<file path="config.mk">
export PLATFORM = sky130hd
export DESIGN_NAME = hs_homing
export DESIGN_NICKNAME = d
export VERILOG_FILES = /design/src/include/hs_pkg.sv /design/src/core/hs_sensor_sync.sv /design/src/core/hs_homing.sv
export SDC_FILE = /design/constraint.sdc
export NUM_CORES = 1
export LEC_CHECK = 0
export BUFFER_PORTS_ARGS = -buffer_cell sky130_fd_sc_hd__buf_4
export CORE_MARGIN = 2
export CORE_UTILIZATION = 35
export DETAILED_ROUTE_END_ITERATION = 8
export PLACE_DENSITY_LB_ADDON = 0.3
export SETUP_SLACK_MARGIN = 0.5
export SYNTH_ARGS = -nofsm -noshare
export SYNTH_HDL_FRONTEND = slang
export SYNTH_SLANG_ARGS = --single-unit
</file>
<file path="constraint.sdc">
create_clock -name mclk -period 3.55 [get_ports mclk]
set_clock_uncertainty 0.2 [all_clocks]
set_input_delay 0.5325 -clock mclk [delete_from_list [all_inputs] [get_ports mclk]]
set_output_delay 0.5325 -clock mclk [all_outputs]
set_load 0.01 [all_outputs]
</file>
<file path="src/include/hs_pkg.sv">
// shared constants and types of the homing sequencer
package hs_pkg;

  // supported homing methods
  localparam logic [7:0] METHOD_FIRST = 8'h16;
  localparam logic [7:0] METHOD_LAST = 8'h1A;
  localparam logic [2:0] IDX_M22 = 3'h0;
  localparam logic [2:0] IDX_M23 = 3'h1;
  localparam logic [2:0] IDX_M24 = 3'h2;
  localparam logic [2:0] IDX_M25 = 3'h3;
  localparam logic [2:0] IDX_M26 = 3'h4;

  // bit positions of the sensor inputs inside the synchroniser
  localparam int IN_HOME = 0;
  localparam int IN_PLIM = 1;
  localparam int IN_NLIM = 2;
  localparam int IN_COUNT = 3;

  // widths and reset values
  localparam int POS_W = 32;
  localparam logic [1:0] STEP_FIRST = 2'h0;
  localparam logic [1:0] STEP_AFTER_LIMIT = 2'h1;

  typedef enum logic [1:0] {
    ST_IDLE = 2'b00,
    ST_MOVE = 2'b01,
    ST_STOP = 2'b10
  } hs_state_t;

  // which path through a method the axis is on
  typedef enum logic [1:0] {
    BR_ACT = 2'b00,
    BR_INACT = 2'b01,
    BR_LIM = 2'b10
  } hs_branch_t;

  typedef enum logic [1:0] {
    CAUSE_NONE = 2'b00,
    CAUSE_LIMIT = 2'b01,
    CAUSE_PL_TWICE = 2'b10,
    CAUSE_METHOD = 2'b11
  } hs_cause_t;

  // command to the motion profiler
  typedef struct packed {
    logic run;
    logic dir_pos;
    logic fast;
  } hs_motion_t;

  localparam hs_motion_t MOTION_RESET = 3'h0;

  // one segment: direction, speed, ending edge, final segment
  typedef struct packed {
    logic dir_pos;
    logic fast;
    logic edge_on;
    logic last;
  } hs_seg_t;

endpackage

</file>
<file path="src/core/hs_sensor_sync.sv">
// three-stage synchroniser and edge detector for the sensor pins
module hs_sensor_sync
  import hs_pkg::*;
#(
  parameter int W = IN_COUNT
) (
  // clock and reset
  input wire logic mclk,
  input wire logic reset,
  // raw pins
  input wire logic [W-1:0] pin,
  // filtered levels and one-cycle edges
  output logic [W-1:0] level,
  output logic [W-1:0] rise,
  output logic [W-1:0] fall
);

  logic [W-1:0] s1;
  logic [W-1:0] s2;
  logic [W-1:0] s3;

  always_ff @(posedge mclk or posedge reset) begin
    if (reset) begin
      s1 <= '0;
      s2 <= '0;
      s3 <= '0;
    end else begin
      s1 <= pin;
      s2 <= s1;
      s3 <= s2;
    end
  end

  // a change counts only once stages two and three agree
  for (genvar i = 0; i < W; i++) begin : g_bit
    always_ff @(posedge mclk or posedge reset) begin
      if (reset) begin
        level[i] <= 1'b0;
        rise[i] <= 1'b0;
        fall[i] <= 1'b0;
      end else if (s2[i] == s3[i] && s3[i] != level[i]) begin
        level[i] <= s3[i];
        rise[i] <= s3[i];
        fall[i] <= ~s3[i];
      end else begin
        rise[i] <= 1'b0;
        fall[i] <= 1'b0;
      end
    end
  end

endmodule // hs_sensor_sync

</file>
<file path="src/core/hs_homing.sv">
// homing sequencer for methods 22 to 26 of a servo axis
// Function
// - 22 inactive: neg fast, back fast, neg slow
// - 22 active: pos fast off, neg slow on
// - 22: any limit active aborts with alarm
// - 23 limit path: limit, off, back, slow off
// - 23 switch first: on, neg fast off origin
// - 23 active: off, back fast, neg slow off
// - 23-26: first positive limit reverses, second aborts
// - 24 limit path: limit, off, pos slow on
// - 24 switch first: on, back, pos slow on
// - 24 active: neg fast off, pos slow on
// - 25 limit path: limit, on, back, slow on
// - 25 switch first: pos fast off, slow on
// - 25 active: pos fast off, neg slow on
// - 26 limit path: limit, on, pos slow off
// - 26 other: off, back fast, pos slow off
// - overshoot past narrow switch region tolerated
// - stop to standstill; origin where stop ends
module hs_homing
  import hs_pkg::*;
#(
  parameter int PW = POS_W
) (
  // clock and reset
  input wire logic mclk,
  input wire logic reset,
  // sensors
  input wire logic home_switch,
  input wire logic positive_limit,
  input wire logic negative_limit,
  // homing control
  input wire logic start,
  input wire logic cancel,
  input wire logic [7:0] method,
  // motion profiler
  output hs_motion_t motion,
  input wire logic at_standstill,
  input wire logic [PW-1:0] axis_position,
  // status
  output logic busy,
  output logic done,
  output logic alarm,
  output hs_cause_t alarm_cause,
  output logic origin_strobe,
  output logic [PW-1:0] origin_position
);

  logic [IN_COUNT-1:0] sens_lvl;
  logic [IN_COUNT-1:0] sens_rise;
  logic [IN_COUNT-1:0] sens_fall;

  hs_state_t state;
  hs_branch_t branch;
  logic [1:0] step;
  logic [2:0] midx;
  logic pl_seen;
  hs_seg_t cur_seg;
  hs_seg_t next_seg;
  hs_seg_t start_seg;
  hs_branch_t start_branch;
  logic [2:0] start_midx;
  logic method_ok;
  logic seg_end;
  logic lim_abort;
  logic pl_reverse;
  logic [1:0] next_step;

  hs_sensor_sync #(.W(IN_COUNT)) u_sync (
    .mclk(mclk),
    .reset(reset),
    .pin({negative_limit, positive_limit, home_switch}),
    .level(sens_lvl),
    .rise(sens_rise),
    .fall(sens_fall)
  );

  function automatic hs_seg_t mk(input logic dir_pos, input logic fast,
                                 input logic edge_on, input logic last);
    mk = '{dir_pos: dir_pos, fast: fast, edge_on: edge_on, last: last};
  endfunction

  // segment table; edge_on=1 ends on off-to-on, 0 on on-to-off
  function automatic hs_seg_t seg_of(input logic [2:0] m,
                                     input hs_branch_t br,
                                     input logic [1:0] st);
    hs_seg_t s;
    s = mk(1'b0, 1'b0, 1'b0, 1'b1);
    // the limit path starts with the positive run that met the limit
    if (br == BR_LIM && st == STEP_FIRST) begin
      s = mk(1'b1, 1'b1, 1'b1, 1'b0);
    end else begin
      unique case (m)
        IDX_M22: begin
          if (br == BR_ACT) begin
            unique case (st)
              2'h0: s = mk(1'b1, 1'b1, 1'b0, 1'b0);
              default: s = mk(1'b0, 1'b0, 1'b1, 1'b1);
            endcase
          end else begin
            unique case (st)
              2'h0: s = mk(1'b0, 1'b1, 1'b1, 1'b0);
              2'h1: s = mk(1'b1, 1'b1, 1'b0, 1'b0);
              default: s = mk(1'b0, 1'b0, 1'b1, 1'b1);
            endcase
          end
        end
        IDX_M23: begin
          unique case ({br, st})
            {BR_ACT, 2'h0}: s = mk(1'b0, 1'b1, 1'b0, 1'b0);
            {BR_ACT, 2'h1}: s = mk(1'b1, 1'b1, 1'b1, 1'b0);
            {BR_ACT, 2'h2}: s = mk(1'b0, 1'b0, 1'b0, 1'b1);
            {BR_INACT, 2'h0}: s = mk(1'b1, 1'b1, 1'b1, 1'b0);
            {BR_INACT, 2'h1}: s = mk(1'b0, 1'b1, 1'b0, 1'b1);
            {BR_LIM, 2'h1}: s = mk(1'b0, 1'b1, 1'b0, 1'b0);
            {BR_LIM, 2'h2}: s = mk(1'b1, 1'b1, 1'b1, 1'b0);
            default: s = mk(1'b0, 1'b0, 1'b0, 1'b1);
          endcase
        end
        IDX_M24: begin
          unique case ({br, st})
            {BR_ACT, 2'h0}: s = mk(1'b0, 1'b1, 1'b0, 1'b0);
            {BR_ACT, 2'h1}: s = mk(1'b1, 1'b0, 1'b1, 1'b1);
            {BR_INACT, 2'h0}: s = mk(1'b1, 1'b1, 1'b1, 1'b0);
            {BR_INACT, 2'h1}: s = mk(1'b0, 1'b1, 1'b0, 1'b0);
            {BR_LIM, 2'h1}: s = mk(1'b0, 1'b1, 1'b0, 1'b0);
            default: s = mk(1'b1, 1'b0, 1'b1, 1'b1);
          endcase
        end
        IDX_M25: begin
          unique case ({br, st})
            {BR_ACT, 2'h0}: s = mk(1'b1, 1'b1, 1'b0, 1'b0);
            {BR_INACT, 2'h0}: s = mk(1'b1, 1'b1, 1'b0, 1'b0);
            {BR_LIM, 2'h1}: s = mk(1'b0, 1'b1, 1'b1, 1'b0);
            {BR_LIM, 2'h2}: s = mk(1'b1, 1'b1, 1'b0, 1'b0);
            default: s = mk(1'b0, 1'b0, 1'b1, 1'b1);
          endcase
        end
        IDX_M26: begin
          unique case ({br, st})
            {BR_LIM, 2'h1}: s = mk(1'b0, 1'b1, 1'b1, 1'b0);
            {BR_LIM, 2'h2}: s = mk(1'b1, 1'b0, 1'b0, 1'b1);
            {BR_ACT, 2'h0}, {BR_INACT, 2'h0}:
              s = mk(1'b1, 1'b1, 1'b0, 1'b0);
            {BR_ACT, 2'h1}, {BR_INACT, 2'h1}:
              s = mk(1'b0, 1'b1, 1'b1, 1'b0);
            default: s = mk(1'b1, 1'b0, 1'b0, 1'b1);
          endcase
        end
        default: s = mk(1'b0, 1'b0, 1'b0, 1'b1);
      endcase
    end
    seg_of = s;
  endfunction

  // start decode: method range and starting branch from switch level
  always_comb begin
    method_ok = method >= METHOD_FIRST && method <= METHOD_LAST;
    start_midx = 3'(method - METHOD_FIRST);
    start_branch = sens_lvl[IN_HOME] ? BR_ACT : BR_INACT;
    start_seg = seg_of(start_midx, start_branch, STEP_FIRST);
  end

  always_comb begin
    cur_seg = seg_of(midx, branch, step);
    next_step = 2'(step + 2'h1);
    next_seg = seg_of(midx, branch, next_step);
    // edges only count while moving; the reverse run ends on the first
    // edge into the region, so an overshoot beyond it is harmless
    seg_end = cur_seg.edge_on ? sens_rise[IN_HOME]
                              : sens_fall[IN_HOME];
    lim_abort = sens_lvl[IN_NLIM] ||
                (midx == IDX_M22 && sens_lvl[IN_PLIM]);
    pl_reverse = midx != IDX_M22 && cur_seg.dir_pos &&
                 sens_lvl[IN_PLIM];
  end

  // sequencer state and path through the method
  always_ff @(posedge mclk or posedge reset) begin
    if (reset) begin
      state <= ST_IDLE;
      branch <= BR_ACT;
      step <= STEP_FIRST;
      midx <= IDX_M22;
      pl_seen <= 1'b0;
    end else begin
      unique case (state)
        ST_IDLE: begin
          if (start && method_ok) begin
            state <= ST_MOVE;
            branch <= start_branch;
            step <= STEP_FIRST;
            midx <= start_midx;
            pl_seen <= 1'b0;
          end
        end
        ST_MOVE: begin
          if (cancel || lim_abort) begin
            state <= ST_IDLE;
          end else if (pl_reverse) begin
            if (pl_seen) begin
              state <= ST_IDLE;
            end else begin
              // stop, then resume on the negative run of the limit path
              pl_seen <= 1'b1;
              branch <= BR_LIM;
              step <= STEP_FIRST;
              state <= ST_STOP;
            end
          end else if (seg_end) begin
            state <= ST_STOP;
          end
        end
        ST_STOP: begin
          if (cancel) begin
            state <= ST_IDLE;
          end else if (at_standstill) begin
            if (cur_seg.last) begin
              state <= ST_IDLE;
            end else begin
              step <= next_step;
              state <= ST_MOVE;
            end
          end
        end
        default: state <= ST_IDLE;
      endcase
    end
  end

  // profiler command: run drops on every segment end
  always_ff @(posedge mclk or posedge reset) begin
    if (reset) begin
      motion <= MOTION_RESET;
    end else begin
      unique case (state)
        ST_IDLE: begin
          if (start && method_ok) begin
            motion <= '{run: 1'b1, dir_pos: start_seg.dir_pos,
                        fast: start_seg.fast};
          end
        end
        ST_MOVE: begin
          if (cancel || lim_abort || pl_reverse || seg_end) begin
            motion.run <= 1'b0;
          end
        end
        ST_STOP: begin
          if (!cancel && at_standstill && !cur_seg.last) begin
            motion <= '{run: 1'b1, dir_pos: next_seg.dir_pos,
                        fast: next_seg.fast};
          end
        end
        default: motion <= MOTION_RESET;
      endcase
    end
  end

  // origin is where the final deceleration ends, not the edge
  always_ff @(posedge mclk or posedge reset) begin
    if (reset) begin
      origin_strobe <= 1'b0;
      origin_position <= '0;
    end else begin
      origin_strobe <= 1'b0;
      if (state == ST_STOP && !cancel && at_standstill && cur_seg.last) begin
        origin_strobe <= 1'b1;
        origin_position <= axis_position;
      end
    end
  end

  // status flags; a new start clears done, and clears the alarm only with a valid method
  always_ff @(posedge mclk or posedge reset) begin
    if (reset) begin
      busy <= 1'b0;
      done <= 1'b0;
      alarm <= 1'b0;
      alarm_cause <= CAUSE_NONE;
    end else begin
      unique case (state)
        ST_IDLE: begin
          if (start) begin
            done <= 1'b0;
            busy <= method_ok;
            alarm <= !method_ok;
            alarm_cause <= method_ok ? CAUSE_NONE : CAUSE_METHOD;
          end
        end
        ST_MOVE: begin
          if (cancel) begin
            busy <= 1'b0;
          end else if (lim_abort) begin
            busy <= 1'b0;
            alarm <= 1'b1;
            alarm_cause <= CAUSE_LIMIT;
          end else if (pl_reverse && pl_seen) begin
            busy <= 1'b0;
            alarm <= 1'b1;
            alarm_cause <= CAUSE_PL_TWICE;
          end
        end
        ST_STOP: begin
          if (cancel) begin
            busy <= 1'b0;
          end else if (at_standstill && cur_seg.last) begin
            busy <= 1'b0;
            done <= 1'b1;
          end
        end
        default: busy <= 1'b0;
      endcase
    end
  end

endmodule // hs_homing

</file>
==> results.md <==
- Final ANT Viol Nets: 0
- FF-to-FF End: origin_position[15]
- # port buffers: 88
- CTS root buf: clkbuf_8
- Largest net degree at the start of global routing: 41
- Pin slew with the least headroom to its limit: 0.808 ns
- Initial antenna violation count: 0
- Reg2Reg Depth: 10
- Mux cell area share after synthesis: 0.129
- Final min period: 2.94 ns
- # rows: 35
- Initial DRC Count: 164
- Clk_lat worst skew: 0.34 ns
- Detailed placement HPWL: 5360 microns
- Pwr Density: 523 nW/um^2
- Post-synth cell types: 57
- Lkg Pwr: 2.06 nW
- CTS buffer count: 9
- Top delay family on crit path: multiplexers
- Synth Area per Inst: 11.1 sq um
- Outcome: complete, no violations
- WL/cell: 15.3 microns
- CP peak stage delay: 0.39 ns
- R2R Path Start: step[0]
- DR vias: 2585
- Levels on crit path: 10
- Via density: 5.15
- Drt drc: 0
- Post-route setup TNS: 0 ns
- First-pass GRT wire length: 12100 microns
- Die ar.: 10000 sq um
- Internal reg-to-reg setup slack: 0.61 ns
- Sequential area share after synthesis: 0.503
- Max H-tree Level: 3
- Setup ws final: 0.614 ns
- Worst-path cell chain: inv_1 -> ha_4 -> mux2_4 -> and2_0 -> o32a_1 -> a31o_4 -> nor3_4 -> buf_12 -> clkbuf_16 -> mux2_2
- Number of diodes: 0
- Nets@finish: 440
- Core Region: 9110 sq um
- Die width: 100 microns
- Synth Area in Compound Gates: 0.161
- Post-Synthesis Net Count: 345
- Number of synthesized flops with an enable pin: 0
- # setup viols final: 0
- Grt ovf: 0
- Number of synthesized register bits: 65
- Slew headroom: 0.461
- # IOs: 89
- Unrepaired setup endpoints after global routing: false
- Starting Density: 0.355
- Clock transition at the registers of the reported paths: 0.08 ns
- TritonCTS Sinks: 65
- WS Path Type: flip-flop to flip-flop
- Final Cycle Share: 0.827
- Synthesized-area fraction occupied by adder cells: 0.0294
- GP Congestion: 0.859
- Area Overhead vs Synth: 33.0%
- Crit. End Element: flip-flop
- CP max stage cell: dfrtp_2
- Slew Viols, Final: 0
- Synth Flop Type: dfrtp_1
- Clock Tree Buf Depth: 2
- Max-Cap Viols: 0
- Mapped cell area: 3230 sq um
- Worst Path Arrival: 2.96 ns
- Post-Synth Simple-Gate Area: 0.128
- Setup crit end: origin_position[15]
- Crit-path max FO: 16
- CTS Hold Buffers Added: 0
- Largest family of logic cells by synthesized area: compound AO/OA/AOI/OAI gates
- Achievable Freq: 341 MHz
- Worst IR drop on VDD: 0.000302 V
- GRT Total Usage: 0.153
- Die H: 100 microns
- # fillers: 847
- Vias in the first global route: 2545
- Drt total wl: 7690 microns
- CTS tree: built
- Ys async rst share: 1.00
- Pre-Repair DR Iteration Count: 4
- Hold Violations, Final: 0
- Buf+Inv Stages, Crit Path: 3
- Warnings, synthesis: 0
- Worst EP required: 3.57 ns
- Crit path from: step[0]
- Share of cells above drive strength 1: 0.399
- Synthesized instance count: 291
- Worst hold-check path type: input pin to flip-flop
- Critical path launch point type: flip-flop
- Synth Area in XOR/XNOR: 0.00812
- Place WS: 0.427 ns
## routing by layer
layer  routed length (microns)  track usage  vias up  share of wire
met4                        99       0.0632        0          0.013
met1                      3350        0.194     1239           0.44
met5                         0            0        -              0
met3                       602       0.0662        8          0.078
met2                      3630        0.231       88           0.47
li1                          -            -     1250              -
## sequential cells by signal, summed over array words and instances, names as in the netlist
| signal | flops |
|---|---|
| u_sync.level | 3 |
| busy | 1 |
| done | 1 |
| alarm | 1 |
| pl_seen | 1 |
| state | 2 |
| motion | 3 |
| origin_position | 32 |
| u_sync.fall | 1 |
| u_sync.rise | 1 |
| branch | 2 |
| step | 2 |
| u_sync.s2 | 3 |
| u_sync.s1 | 3 |
| alarm_cause | 2 |
| midx | 3 |
| u_sync.s3 | 3 |
| origin_strobe | 1 |
## worst min path at each step
stage / cells after the start / startpoint / to / slack [ns]
after global routing: 1 / negative_limit / u_sync.s1[2] / 0.08
after global placement: 0 / u_sync.s1[2] / u_sync.s2[2] / 0.13
after CTS: 1 / negative_limit / u_sync.s1[2] / 0.08
final: 1 / home_switch / u_sync.s1[0] / 0.1
after floorplan: 0 / u_sync.s1[0] / u_sync.s2[0] / 0.13
after detailed placement: 0 / u_sync.s1[2] / u_sync.s2[2] / 0.14
## worst reg2reg max path, cell delays in order (launching register included)
cell,delay [ns]
dfrtp_2,0.39
inv_1,0.08
ha_4,0.22
mux2_4,0.29
and2_0,0.16
o32a_1,0.33
a31o_4,0.28
nor3_4,0.21
buf_12,0.15
clkbuf_16,0.18
mux2_2,0.34
## logic make-up (layout without fill, tap and decap cells)
logic type / count (synthesis) / after routing
buffers and inverters: 27 / 127
AO/OA/AOI/OAI: 74 / 74
adder cells (fa/ha/maj): 8 / 8
flip-flops: 65 / 65
XOR/XNOR: 3 / 3
AND/OR/NAND/NOR: 77 / 77
multiplexers: 37 / 37
## cell usage in the layout (no fill, tap or decap), types with 3 or more instances in the layout
cell type / n
a21oi_1: 12
a211oi_1: 4
nand2_1: 16
o21a_1: 5
mux2_2: 32
nor2b_1: 9
nand3_1: 4
dfrtp_1: 63
nand2b_1: 5
clkbuf_8: 10
o22ai_1: 3
nor3_1: 7
ha_1: 5
a31oi_1: 3
buf_4: 93
o2bb2ai_1: 4
nor4b_1: 4
inv_1: 13
o21ai_0: 18
nor2_1: 18
nand3b_1: 3
o31ai_1: 3
## through the flow
| stage | instance area, sq um | hold slack [ns] | utilization | cells | total power, mW |
|---|---|---|---|---|---|
| finish | 4300 | 0.0987 | 0.472 | 502 | 2.25 |
| global route | 4300 | 0.0752 | 0.472 | 502 | 2.40 |
| CTS | 4190 | 0.0797 | 0.460 | 496 | 2.25 |
| detailed placement | 3990 | 0.136 | 0.438 | 480 | 1.60 |
| global placement | 3990 | 0.132 | 0.438 | 480 | 1.60 |
| floorplan | 3230 | 0.131 | - | 291 | 1.39 |
## synth_stat cells, types with 2 or more instances
cell       number  area, sq um
dfrtp_1        65         1630
mux2_2         32          360
nor2_1         18         67.6
o21ai_0        18         90.1
nand2_1        16         60.1
inv_1          14         52.6
a21oi_1        12         60.1
nor2b_1         9         56.3
nor3_1          7         35.0
ha_1            6         75.1
a211oi_1        5         37.5
clkbuf_1        5         18.8
nand2b_1        5         31.3
o21a_1          5         37.5
buf_6           4         45.0
nand3_1         4         20.0
nor4b_1         4         35.0
o2bb2ai_1       4         35.0
a31oi_1         3         18.8
buf_2           3         15.0
nand3b_1        3         22.5
o22ai_1         3         18.8
o31ai_1         3         22.5
a22o_1          2         17.5
a311o_1         2         20.0
maj3_1          2         20.0
mux2_1          2         22.5
mux2i_1         2         20.0
o211a_1         2         20.0
o32a_1          2         20.0
or3_1           2         12.5
xor2_1          2         17.5
## report_power, final
part / switching [mW] / internal (mW)
clock: 0.294 / 0.346
sequential: 0.128 / 0.817
combinational: 0.340 / 0.324
total: 0.762 / 1.49
## timing repair
item	4_1_cts	5_1_grt
endpoints found under the setup margin	32	34
setup buffers	0	4
pin swaps	0	1
gates resized for setup	1	4
gates cloned	0	2
## area by class of cell
| cell class | count | area (sq um) | area share |
|---|---|---|---|
| inverters | 14 | 52.6 | 0.0122 |
| repair buffers | 97 | 788 | 0.183 |
| clock inverters | 6 | 66.3 | 0.0154 |
| multi-input cells | 199 | 1490 | 0.346 |
| flip-flops and latches | 65 | 1630 | 0.379 |
| clock buffers | 10 | 138 | 0.0320 |
| well taps | 111 | 139 | 0.0323 |
Power figures use the tool's default switching activity.
